**config.mk**
```make
export PLATFORM = sky130hd
export DESIGN_NAME = csm_carrier_select_sync
export DESIGN_NICKNAME = d
export VERILOG_FILES = /design/src/logic/csm_sync2.v /design/src/logic/csm_carrier_path.v /design/src/logic/csm_carrier_select_sync.v
export VERILOG_INCLUDE_DIRS = /design/src /design/src/inc
export SDC_FILE = /design/constraint.sdc
export NUM_CORES = 1
export LEC_CHECK = 0
export BUFFER_PORTS_ARGS = -buffer_cell sky130_fd_sc_hd__buf_4
export CORE_ASPECT_RATIO = 0.75
export CORE_MARGIN = 2
export CORE_UTILIZATION = 50
export CTS_CLUSTER_DIAMETER = 100
export CTS_CLUSTER_SIZE = 14
export DETAILED_ROUTE_END_ITERATION = 8
export HOLD_SLACK_MARGIN = 0.05
export PLACE_DENSITY = 0.83
export SLEW_MARGIN = 10
export SYNTH_ARGS = -nofsm -noshare
export SYNTH_HDL_FRONTEND = slang
export SYNTH_SLANG_ARGS = --single-unit
```
**constraint.sdc**
```tcl
create_clock -name sys_clk -period 3.2 [get_ports sys_clk]
set_clock_uncertainty 0.15 [all_clocks]
set_input_delay 0.32 -clock sys_clk [delete_from_list [all_inputs] [get_ports sys_clk]]
set_output_delay 0.32 -clock sys_clk [all_outputs]
set_load 0.01 [all_outputs]
```
**src/inc/csm_map.vh**
```
`ifndef CSM_MAP_VH
`define CSM_MAP_VH
`define CSM_ADDR_W        4
`define CSM_OFS_CARH      4'h0
`define CSM_OFS_CARL      4'h1
`define CSM_OFS_CON       4'h2
`define CSM_OFS_SRC       4'h3
`define CSM_PIN_DRV_OFF   7
`define CSM_INVERT        6
`define CSM_EDGE_SYNC     5
`define CSM_SEL_HI        3
`define CSM_SEL_LO        0
`define CSM_CAR_MASK      8'hef
`define CSM_CAR_RST       8'h00
`define CSM_CON_EN        7
`define CSM_CON_OE        6
`define CSM_CON_SLR       5
`define CSM_CON_OPOL      4
`define CSM_CON_OUT       3
`define CSM_CON_BIT       0
`define CSM_CON_MASK      8'hf1
`define CSM_CON_RST       8'h20
`define CSM_SRC_ODIS      7
`define CSM_SRC_MASK      8'h8f
`define CSM_SRC_RST       8'h00
`define CSM_SEL_GND       4'h0
`define CSM_SEL_PIN_A     4'h1
`define CSM_SEL_PIN_B     4'h2
`define CSM_SEL_REFCLK    4'h3
`define CSM_SEL_PWM1      4'h4
`define CSM_SEL_PWM2      4'h5
`define CSM_SEL_PWM3      4'h6
`define CSM_SEL_PWM4      4'h7
`define CSM_MS_BIT        4'h0
`define CSM_MS_PIN        4'h1
`define CSM_MS_PWM1       4'h2
`define CSM_MS_PWM2       4'h3
`define CSM_MS_PWM3       4'h4
`define CSM_MS_PWM4       4'h5
`define CSM_MS_CMP1       4'h6
`define CSM_MS_CMP2       4'h7
`define CSM_MS_SDO1       4'h8
`define CSM_MS_SDO2       4'h9
`define CSM_MS_TX         4'ha
`endif

```
**src/logic/csm_sync2.v**
```verilog
`timescale 1ns/1ps
module csm_sync2 #(
  parameter W = 8
) (
  input  wire         sys_clk,
  input  wire [W-1:0] d,
  output reg  [W-1:0] q
);
  reg [W-1:0] meta_reg;
  // first stage read only by second
  always @(posedge sys_clk) begin
    meta_reg <= d;
    q        <= meta_reg;
  end
endmodule

```
**src/logic/csm_carrier_path.v**
```verilog
`timescale 1ns/1ps
`include "csm_map.vh"
module csm_carrier_path (
  input  wire       sys_clk,
  input  wire       srst,
  input  wire [7:0] ctrl,
  input  wire [7:0] sources,
  output wire       carrier,
  output reg        fell,
  output wire [7:0] pin_drive_off
);
  wire [3:0] sel;
  wire       raw;
  reg        prev_reg;
  assign sel = ctrl[`CSM_SEL_HI:`CSM_SEL_LO];
  assign raw = sel[3] ? 1'b0 : sources[sel[2:0]];
  assign carrier = raw ^ ctrl[`CSM_INVERT];
  always @(posedge sys_clk) begin
    if (srst) begin
      prev_reg <= 1'b0;
      fell     <= 1'b0;
    end else begin
      prev_reg <= carrier;
      fell     <= 1'b0;
      if (prev_reg && !carrier) begin
        fell <= 1'b1;
      end
    end
  end
  // selected peripheral pin cut
  // ground has no peripheral, so no pin to cut
  assign pin_drive_off = (ctrl[`CSM_PIN_DRV_OFF] && !sel[3] && sel != `CSM_SEL_GND) ? (8'h01 << sel[2:0]) : 8'h00;
endmodule

```
**src/logic/csm_carrier_select_sync.v**
```verilog
`timescale 1ns/1ps
`include "csm_map.vh"
// Contract
// - high select: 0 ground, 1/2 carrier pins, 3 reference clock, 4-7 pwm units
// - high select codes 8 to 15 connect no source
// - low select in bits 3:0 uses the same encoding
// - high invert bit 6 inverts the selected high carrier
// - low invert bit 6 inverts the selected low carrier
// - high sync bit 5 delays high-to-low switch until high carrier falls
// - low sync bit 5 delays low-to-high switch until low carrier falls
// - sync clear switches carriers immediately, spurs accepted
// - high pin drive off bit 7 cuts selected peripheral pin drive
// - low pin drive off bit 7 cuts selected peripheral pin drive
// - bit 4 of both carrier registers reads zero
// - carrier fields hold over non-power resets
// - mixer passes high carrier on modulator one, low on zero
// - any reset disables the modulator, no mixed output
module csm_carrier_select_sync (
  input  wire                   sys_clk,
  input  wire                   srst,
  input  wire [`CSM_ADDR_W-1:0] avs_address,
  input  wire                   avs_read,
  input  wire                   avs_write,
  input  wire [31:0]            avs_writedata,
  input  wire [3:0]             avs_byteenable,
  output reg  [31:0]            avs_readdata,
  output reg                    avs_waitrequest,
  input  wire                   carrier_input_pin_a,
  input  wire                   carrier_input_pin_b,
  input  wire                   reference_clock_signal,
  input  wire                   pwm_unit_one_output,
  input  wire                   pwm_unit_two_output,
  input  wire                   pwm_unit_three_output,
  input  wire                   pwm_unit_four_output,
  input  wire                   modulator_pin_input,
  input  wire                   comparator_one_output,
  input  wire                   comparator_two_output,
  input  wire                   serial_data_out_one,
  input  wire                   serial_data_out_two,
  input  wire                   uart_tx_output,
  output reg                    modulator_out,
  output reg                    modulator_out_slew_limit,
  output reg  [7:0]             peripheral_pin_drive_off
);
  reg  [7:0]  high_carrier_control_reg;
  reg  [7:0]  low_carrier_control_reg;
  reg  [7:0]  modulator_control_reg;
  reg  [7:0]  modulator_source_control_reg;
  reg         use_high_reg;
  reg         mix_reg;
  reg         ack_reg;
  reg  [31:0] rdata_next;
  reg         mod_sig;
  wire [12:0] async_in;
  wire [12:0] sync_in;
  wire [7:0]  sources;
  wire        high_carrier;
  wire        low_carrier;
  wire        high_fell;
  wire        low_fell;
  wire [7:0]  high_off;
  wire [7:0]  low_off;
  wire        wr_hit;
  wire [3:0]  ms_sel;
  wire        cur_carrier;

  assign async_in = {uart_tx_output, serial_data_out_two, serial_data_out_one,
                     comparator_two_output, comparator_one_output, modulator_pin_input,
                     pwm_unit_four_output, pwm_unit_three_output, pwm_unit_two_output,
                     pwm_unit_one_output, reference_clock_signal,
                     carrier_input_pin_b, carrier_input_pin_a};

  // pins and foreign clocks cross in here
  csm_sync2 #(.W(13)) u_sync (
    .sys_clk (sys_clk),
    .d       (async_in),
    .q       (sync_in)
  );

  assign sources = {sync_in[6:0], 1'b0};

  csm_carrier_path u_high (
    .sys_clk       (sys_clk),
    .srst          (srst),
    .ctrl          (high_carrier_control_reg),
    .sources       (sources),
    .carrier       (high_carrier),
    .fell          (high_fell),
    .pin_drive_off (high_off)
  );

  csm_carrier_path u_low (
    .sys_clk       (sys_clk),
    .srst          (srst),
    .ctrl          (low_carrier_control_reg),
    .sources       (sources),
    .carrier       (low_carrier),
    .fell          (low_fell),
    .pin_drive_off (low_off)
  );

  assign ms_sel = modulator_source_control_reg[3:0];
  assign cur_carrier = use_high_reg ? high_carrier : low_carrier;

  always @* begin
    case (ms_sel)
      `CSM_MS_BIT:  mod_sig = modulator_control_reg[`CSM_CON_BIT];
      `CSM_MS_PIN:  mod_sig = sync_in[7];
      `CSM_MS_PWM1: mod_sig = sync_in[3];
      `CSM_MS_PWM2: mod_sig = sync_in[4];
      `CSM_MS_PWM3: mod_sig = sync_in[5];
      `CSM_MS_PWM4: mod_sig = sync_in[6];
      `CSM_MS_CMP1: mod_sig = sync_in[8];
      `CSM_MS_CMP2: mod_sig = sync_in[9];
      `CSM_MS_SDO1: mod_sig = sync_in[10];
      `CSM_MS_SDO2: mod_sig = sync_in[11];
      `CSM_MS_TX:   mod_sig = sync_in[12];
      default:      mod_sig = 1'b0;
    endcase
  end

  // write lands on the edge that answers
  assign wr_hit = avs_write && ack_reg && avs_byteenable[0];

  function [7:0] merge;
    input [7:0] old;
    input [7:0] wd;
    input [7:0] mask;
    begin
      merge = (old & ~mask) | (wd & mask);
    end
  endfunction

  // carrier selection state, sync gated
  always @(posedge sys_clk) begin
    if (srst) begin
      use_high_reg <= 1'b0;
    end else if (mod_sig && !use_high_reg) begin
      if (!low_carrier_control_reg[`CSM_EDGE_SYNC] || low_fell) begin
        use_high_reg <= 1'b1;
      end
    end else if (!mod_sig && use_high_reg) begin
      if (!high_carrier_control_reg[`CSM_EDGE_SYNC] || high_fell) begin
        use_high_reg <= 1'b0;
      end
    end
  end

  // carrier registers keep value on srst
  always @(posedge sys_clk) begin
    if (wr_hit && avs_address == `CSM_OFS_CARH) begin
      high_carrier_control_reg <= avs_writedata[7:0] & `CSM_CAR_MASK;
    end
    if (wr_hit && avs_address == `CSM_OFS_CARL) begin
      low_carrier_control_reg <= avs_writedata[7:0] & `CSM_CAR_MASK;
    end
    if (wr_hit && avs_address == `CSM_OFS_SRC) begin
      modulator_source_control_reg <= avs_writedata[7:0] & `CSM_SRC_MASK;
    end
  end

  always @(posedge sys_clk) begin
    if (srst) begin
      modulator_control_reg <= `CSM_CON_RST;
    end else if (wr_hit && avs_address == `CSM_OFS_CON) begin
      modulator_control_reg <= merge(modulator_control_reg, avs_writedata[7:0], `CSM_CON_MASK);
    end
  end

  always @* begin
    rdata_next = 32'h0000_0000;
    case (avs_address)
      `CSM_OFS_CARH: rdata_next[7:0] = high_carrier_control_reg & `CSM_CAR_MASK;
      `CSM_OFS_CARL: rdata_next[7:0] = low_carrier_control_reg & `CSM_CAR_MASK;
      `CSM_OFS_CON:  rdata_next[7:0] = (modulator_control_reg & `CSM_CON_MASK)
                                       | {4'h0, mix_reg, 3'h0};
      `CSM_OFS_SRC:  rdata_next[7:0] = modulator_source_control_reg & `CSM_SRC_MASK;
      default:       rdata_next = 32'h0000_0000;
    endcase
  end

  // one wait cycle, answer on second edge
  always @(posedge sys_clk) begin
    if (srst) begin
      ack_reg         <= 1'b0;
      avs_waitrequest <= 1'b1;
      avs_readdata    <= 32'h0000_0000;
    end else begin
      ack_reg         <= (avs_read || avs_write) && !ack_reg;
      avs_waitrequest <= !((avs_read || avs_write) && !ack_reg);
      if (avs_read && !ack_reg) begin
        avs_readdata <= rdata_next;
      end
    end
  end

  always @(posedge sys_clk) begin
    if (srst) begin
      mix_reg                  <= 1'b0;
      modulator_out            <= 1'b0;
      modulator_out_slew_limit <= 1'b1;
      peripheral_pin_drive_off <= 8'h00;
    end else begin
      mix_reg <= modulator_control_reg[`CSM_CON_EN] & cur_carrier;
      modulator_out <= modulator_control_reg[`CSM_CON_EN] && modulator_control_reg[`CSM_CON_OE] &&
                       (cur_carrier ^ modulator_control_reg[`CSM_CON_OPOL]);
      modulator_out_slew_limit <= modulator_control_reg[`CSM_CON_SLR];
      peripheral_pin_drive_off <= high_off | low_off |
        ((modulator_source_control_reg[`CSM_SRC_ODIS] && ms_sel >= `CSM_MS_PWM1 && ms_sel <= `CSM_MS_PWM4)
         ? (8'h10 << (ms_sel - `CSM_MS_PWM1)) : 8'h00);
    end
  end
endmodule

```
# ---- Word level (Yosys, flattened, before mapping)
# Cells that the tools add are included.
dict set report classes {
  bitwise 8
  n_addsub 1
  n_mux 18
  n_reduce_logical 40
  shifts 3
  magnitude_cmp 4
  n_eq_ne 14
}
# operator n
set op_table {}
lappend op_table {{8-bit one-hot mux with 4 select lines} 1}
lappend op_table {{8-bit two-way mux} 3}
lappend op_table {{1-bit logical AND} 20}
lappend op_table {{4-bit by 2-bit == test with 1-bit output, second input constant} 4}
lappend op_table {{4-bit by 3-bit == test with 1-bit output, second input constant} 4}
lappend op_table {{8-bit OR} 2}
lappend op_table {{1-bit by 3-bit left shift with 8-bit output, first input constant} 2}
lappend op_table {{4-bit == test, second input constant} 3}
lappend op_table {{1-bit two-way mux} 11}
lappend op_table {{1-bit one-hot mux with 11 select lines} 1}
lappend op_table {{1-bit logical NOT} 10}
lappend op_table {{4-bit by 1-bit == test with 1-bit output, second input constant} 2}
lappend op_table {{4-bit logical NOT} 2}
lappend op_table {{3-bit by 4-bit less-than comparator with 1-bit output, second input constant} 2}
lappend op_table {{4-bit by 8-bit OR with 8-bit output} 1}
lappend op_table {{8-bit by 4-bit OR with 8-bit output} 1}
lappend op_table {{4-bit nonzero test} 2}
lappend op_table {{5-bit by 4-bit left shift with 8-bit output, first input constant} 1}
lappend op_table {{1-bit binary-select mux with 3-bit select} 2}
lappend op_table {{4-bit by 2-bit greater-or-equal comparator with 1-bit output, second input constant} 1}
lappend op_table {{4-bit by 3-bit <= comparator with 1-bit output, second input constant} 1}
lappend op_table {{2-bit nonzero test} 2}
lappend op_table {{4-bit by 2-bit subtractor with 4-bit output, second input constant} 1}
lappend op_table {{1-bit logical OR} 3}
lappend op_table {{4 further kinds} 6}
dict set report word_totals {
  out_inout_bits 43
  ff_bits 79
  in_bits 57
}

# ---- Longest topological paths before layout
dict set report logic_depth {
  depth_word 7
  ltp_mapped 9
  ltp_nobuf 8
}

# ---- Cells and area by module
# Synthesis repeated with hierarchy kept, for this count alone.
dict set report hier_totals {
  cells_unflattened 287
  area_unflattened_um2 3169.3
}
# mod seq_area_each_um2 area_per_inst_um2 n_inst cells_per_inst
set modules_own_cells {}
lappend modules_own_cells {csm_carrier_select_sync 1111.1 2120.8 1 197}
lappend modules_own_cells {csm_carrier_path 40.0 264.0 2 32}
lappend modules_own_cells {csm_sync2 520.5 520.5 1 26}

# ---- Least setup slack after synthesis
# No wires, ideal clock.
dict set report synth_path {
  path_type {reg-to-reg}
  start {register modulator_source_control_reg[0]}
  end {register use_high_reg}
  arrival_time_ns 1.977
  stages_incl_launch_ff 10
  path_buffers 1
  path_slack_ns 0.942
  required_ns 2.918
  setup_time_ns 0.132
  path_cell_list {edfxtp_1 clkbuf_1 mux4_2 nand2_1 a21oi_1 a31o_1 ha_1 a21o_1 a21oi_1 nor3_1}
}
dict set report synth_between {
  elab_chain_len 6
}
# item line
set synth_lines {}
lappend synth_lines {{start, declared} csm_carrier_select_sync.v:48} ;# reg [7:0] modulator_source_control_reg;
lappend synth_lines {{start signal, assigned} csm_carrier_select_sync.v:158} ;# modulator_source_control_reg <= avs_writedata[7:0] & `CSM_SRC_MASK;
lappend synth_lines {{4-bit == test, or another cell as far along} csm_carrier_select_sync.v:106} ;# case (ms_sel)
lappend synth_lines {{1-bit one-hot mux with 11 select lines *} csm_carrier_select_sync.v:106}
lappend synth_lines {{1-bit logical NOT} csm_carrier_select_sync.v:142} ;# end else if (!mod_sig && use_high_reg) begin
lappend synth_lines {{1-bit logical AND} csm_carrier_select_sync.v:142}
lappend synth_lines {{2-bit nonzero test (no source line)} --}
lappend synth_lines {{3-bit AND reduction (no source line)} --}
lappend synth_lines {{end signal, assigned} csm_carrier_select_sync.v:137} ;# use_high_reg <= 1'b0;
lappend synth_lines {{end signal, assigned} csm_carrier_select_sync.v:140} ;# use_high_reg <= 1'b1;
lappend synth_lines {{end signal, assigned} csm_carrier_select_sync.v:144} ;# use_high_reg <= 1'b0;
lappend synth_lines {{end, declared} csm_carrier_select_sync.v:49} ;# reg use_high_reg;
# Every way passes the cells marked *; elsewhere a longest branch is shown, timed or not.
# A chain may end at the register's enable or synchronous reset.

# ---- Final worst setup path
dict set report layout_path {
  start {register low_carrier_control_reg[1]}
  end {register modulator_out}
}
dict set report layout_between {
  elab_chain_len 7
}
# item line
set layout_lines {}
lappend layout_lines {{start, declared} csm_carrier_select_sync.v:46} ;# reg [7:0] low_carrier_control_reg;
lappend layout_lines {{start signal, assigned} csm_carrier_select_sync.v:155} ;# low_carrier_control_reg <= avs_writedata[7:0] & `CSM_CAR_MASK;
lappend layout_lines {{1-bit binary-select mux with 3-bit select} csm_carrier_path.v:16} ;# assign raw = sel[3] ? 1'b0 : sources[sel[2:0]];
lappend layout_lines {{1-bit two-way mux (implied by the code)} csm_carrier_path.v:16}
lappend layout_lines {{1-bit two-way mux} csm_carrier_path.v:16}
lappend layout_lines {{1-bit bitwise XOR} csm_carrier_path.v:17} ;# assign carrier = raw ^ ctrl[`CSM_INVERT];
lappend layout_lines {{1-bit two-way mux} csm_carrier_select_sync.v:103} ;# assign cur_carrier = use_high_reg ? high_carrier : low_carrier;
lappend layout_lines {{1-bit bitwise XOR} csm_carrier_select_sync.v:206} ;# (cur_carrier ^ modulator_control_reg[`CSM_CON_OPOL]);
lappend layout_lines {{1-bit logical AND} csm_carrier_select_sync.v:205} ;# modulator_out <= modulator_control_reg[`CSM_CON_EN] && modulator_control_reg[`CSM_CON_OE] &&
lappend layout_lines {{end signal, assigned} csm_carrier_select_sync.v:205}
lappend layout_lines {{end, declared} csm_carrier_select_sync.v:41} ;# output reg modulator_out,
# Every way passes these cells. The select of a mux whose other input is x is not followed.

==> out/qor.csv <==
stage,metric,value,unit
status,status,"finished, final reports clean",
drt,drt wl/cell,14.7,um
place,GP Congestion,0.897,
worst_setup_path,RR Startpoint,low_carrier_control_reg[1]$_DFFE_PP_,
cells_and_area,fin cells,413,
worst_setup_path,R2R setup slack,0.76,ns
cells_and_area,Final nets,389,
cells_and_area,layout cells sized above 1,0.251,
worst_setup_path,"Req. time, crit path",3.29,ns
power_and_ir_drop,Switching Power,0.449,mW
sta,final hold slack,0.0972,ns
drt,final wirelength,6070,um
hold_path,Worst Hold Path EP,avs_waitrequest$_SDFF_PP1_,
place,hpwl dp,4220,um
drt,via count,2140,
sta,setup_tns,0,ns
place,Placed Area,3320,um^2
sta,Final setup viols,0,
hold_path,Hold Path Class,primary input to register,
clock_network,CTS Root Cell,clkbuf_8,
clock_network,Max clock buf depth,2,
power_and_ir_drop,Max IR drop VDD,0.000381,V
drt,Starting DRT DRC Count,167,
power_and_ir_drop,Internal Pwr Total,1.44,mW
worst_setup_path,"critical path fanouts, max",11,
synth,Most used DFF post-synth,dfxtp_1,
clock_network,htree depth,3,
global_routing,Total GRT Usage,0.198,
synth,sequential area share after synthesis,0.573,
worst_setup_path,Worst setup SP type,register,
hold_path,hold path cells,3,
synth,ys async rst share,0,
synth,YS warnings,0,
synth,adder-cell area share of the yosys netlist,0.00838,
synth,largest family of logic cells by synthesized area,simple AND/OR/NAND/NOR gates,
synth,Post-Synth Simple-Gate Area,0.129,
clock_network,number of clock sinks,76,
sta,max_slew headroom,0.394,
synth,post-synth top area cell,dfxtp_1,
power_and_ir_drop,sequential share of power,0.537,
place,pre-CTS setup slack,0.794,ns
clock_network,cts bufs inserted,9,
synth,Post-synth top cells,"dfxtp_1 (57), buf_4 (24), nor2_1 (24)",
cells_and_area,number of diodes,0,
synth,syn_area_per_cell,11.6,um^2
cells_and_area,"Design Area, Final",3750,um^2
power_and_ir_drop,Sw Share,0.237,
floorplanning,initial cell density of the core,0.516,
power_and_ir_drop,total chip power,1.89,mW
sta,RSZ-0062 raised after global routing,false,
synth,mux cell area share after synthesis,0.0984,
clock_network,"Clk Latency, worst-skew pair",0.36,ns
synth,post-synthesis register bit count,76,
floorplanning,core area,5800,um^2
cells_and_area,Final Core Density,0.647,
floorplanning,# IOs,100,
synth,Synth area leaders,"dfxtp_1 (38%), edfxtp_1 (19%), buf_4 (6.0%)",
place,Port Buffers,48,
clock_network,Worst-path clk slew,0.09,ns
synth,post-synthesis cell type count,47,
clock_network,postcts setup bufs,0,
cells_and_area,Area Overhead vs Synth,25.6,%
drt,number of vias per cell,5.18,
synth,Synth Cell Area,2990,um^2
sta,minimum clock period,2.44,ns
sta,Fin. Hold Viols,0,
drt,DRC violations left,0,
synth,XOR/XNOR Fraction of Synth Area,0,
global_routing,vias in the first global route,1971,
flow_run,Max Cap Viol,0,
power_and_ir_drop,Clk pwr share,0.399,
floorplanning,die area,6620,um^2
worst_setup_path,critical path class,register to register,
clock_network,CTS tree,yes,
synth,Post-synth EDFFs,19,
floorplanning,DIE WIDTH,93.3,um
floorplanning,Die H,70.9,um
worst_setup_path,RR Endpoint,modulator_out$_SDFF_PP0_,
drt,DRT Pass-1 Iters,5,
global_routing,largest net degree at the start of global routing,30,
sta,final setup margin,0.758,ns
sta,period utilization,0.763,
global_routing,grt ovf,0,
synth,most frequent cell after synthesis,dfxtp_1,
power_and_ir_drop,leakage power,1.56,nW
worst_setup_path,Worst Reg-to-Reg Cells,6,
worst_setup_path,CP Capture Type,register,
sta,Slew @ Worst Pin,0.901,ns
power_and_ir_drop,combinational share of power,0.064,
floorplanning,row count,24,
synth,Mapped Cells,257,
global_routing,initial antenna violation count,0,
hold_path,hold path start,avs_write,
global_routing,first-pass GRT wire length,9690,um
synth,compound-cell area share of the yosys netlist,0.0938,
drt,"antenna viol nets, final",0,
place,dpl cells,374,
synth,area share of the largest cell type after synthesis,0.382,
sta,FMAX,410,MHz
sta,fin. max-slew vios,0,
worst_setup_path,Critical Path AT,2.53,ns
power_and_ir_drop,Pwr Density,504,nW/um^2
-- final cells by class --
| class | count | area [um^2] |
|---|---|---|
| clock buffers | 9 | 124 |
| clock inverters | 7 | 81.3 |
| multi-input cells | 157 | 1080 |
| fillers | 434 | 2040 |
| flip-flops and latches | 76 | 1710 |
| repair buffers | 74 | 613 |
| well taps | 78 | 97.6 |
| inverters | 12 | 45.0 |
-- placed cells by master, fill, tap and decap left out, types with 2 or more instances in the layout --
master / count
mux4_2: 7
clkbuf_8: 9
inv_1: 11
nand2_1: 8
nand3b_1: 2
o21ai_1: 2
inv_6: 4
nand2b_1: 5
o22ai_1: 2
o21ai_0: 2
nor2b_1: 4
nor3_1: 9
and3_1: 2
ha_1: 2
dlygate4sd3_1: 23
dfxtp_1: 57
a22oi_1: 10
buf_4: 51
a32oi_1: 4
nor3b_1: 5
and3b_1: 3
mux2i_1: 11
a21oi_1: 8
nand3_1: 4
edfxtp_1: 19
conb_1: 25
nor2_1: 24
-- timing repair --
| item | 4_1_cts | 5_1_grt |
|---|---|---|
| endpoints found under the hold margin | 34 | 0 |
| resized for setup | 0 | 0 |
| hold buffers | 23 | 0 |
-- power groups by stage --
| stage | Sequential (mW) | Clock, mW | Combinational [mW] |
|---|---|---|---|
| after floorplan | 1.04 | 0 | 0.0735 |
| after global placement | 1.04 | 0 | 0.0944 |
| after detailed placement | 1.04 | 0 | 0.0968 |
| after CTS | 1.02 | 0.763 | 0.120 |
| after global routing | 1.02 | 0.814 | 0.132 |
| final | 1.02 | 0.756 | 0.121 |
-- cells by family (layout without fill, tap and decap cells) --
kind of cell / after synthesis / after routing
and+or+nand+nor: 72 / 72
adders and majority gates: 2 / 2
buffers and inverters: 48 / 102
AOI/OAI and AO/OA: 38 / 38
muxes: 20 / 20
DFF: 76 / 76
other: 1 / 25
-- how the worst max path moves through the flow --
| stage | startpoint | end | cells after the start | slack, ns |
|---|---|---|---|---|
| final | low_carrier_control_reg[1]$_DFFE_PP_ | modulator_out$_SDFF_PP0_ | 6 | 0.76 |
| after floorplan | modulator_source_control_reg[0]$_DFFE_PP_ | use_high_reg$_SDFFE_PP0P_ | 9 | 0.94 |
| after CTS | low_carrier_control_reg[1]$_DFFE_PP_ | modulator_out$_SDFF_PP0_ | 6 | 0.78 |
| after global routing | low_carrier_control_reg[1]$_DFFE_PP_ | modulator_out$_SDFF_PP0_ | 6 | 0.65 |
| after global placement | low_carrier_control_reg[1]$_DFFE_PP_ | modulator_out$_SDFF_PP0_ | 6 | 0.84 |
| after detailed placement | low_carrier_control_reg[1]$_DFFE_PP_ | modulator_out$_SDFF_PP0_ | 6 | 0.79 |
-- critical path: stages, from the launching register on --
cell and delay, ns:
edfxtp_1 0.62, mux4_2 0.59, mux2i_1 0.15, nor4_2 0.29
buf_4 0.19, mux2i_1 0.21, o311ai_2 0.12
-- layer usage --
layer,GRT usage,wire (um),vias to the layer above
met3,0.0777,538,9
met4,0.0637,78,0
li1,-,-,1007
met1,0.265,2720,1008
met5,0,0,-
met2,0.299,2730,116
Note: power is estimated with default switching activity, not from simulation.
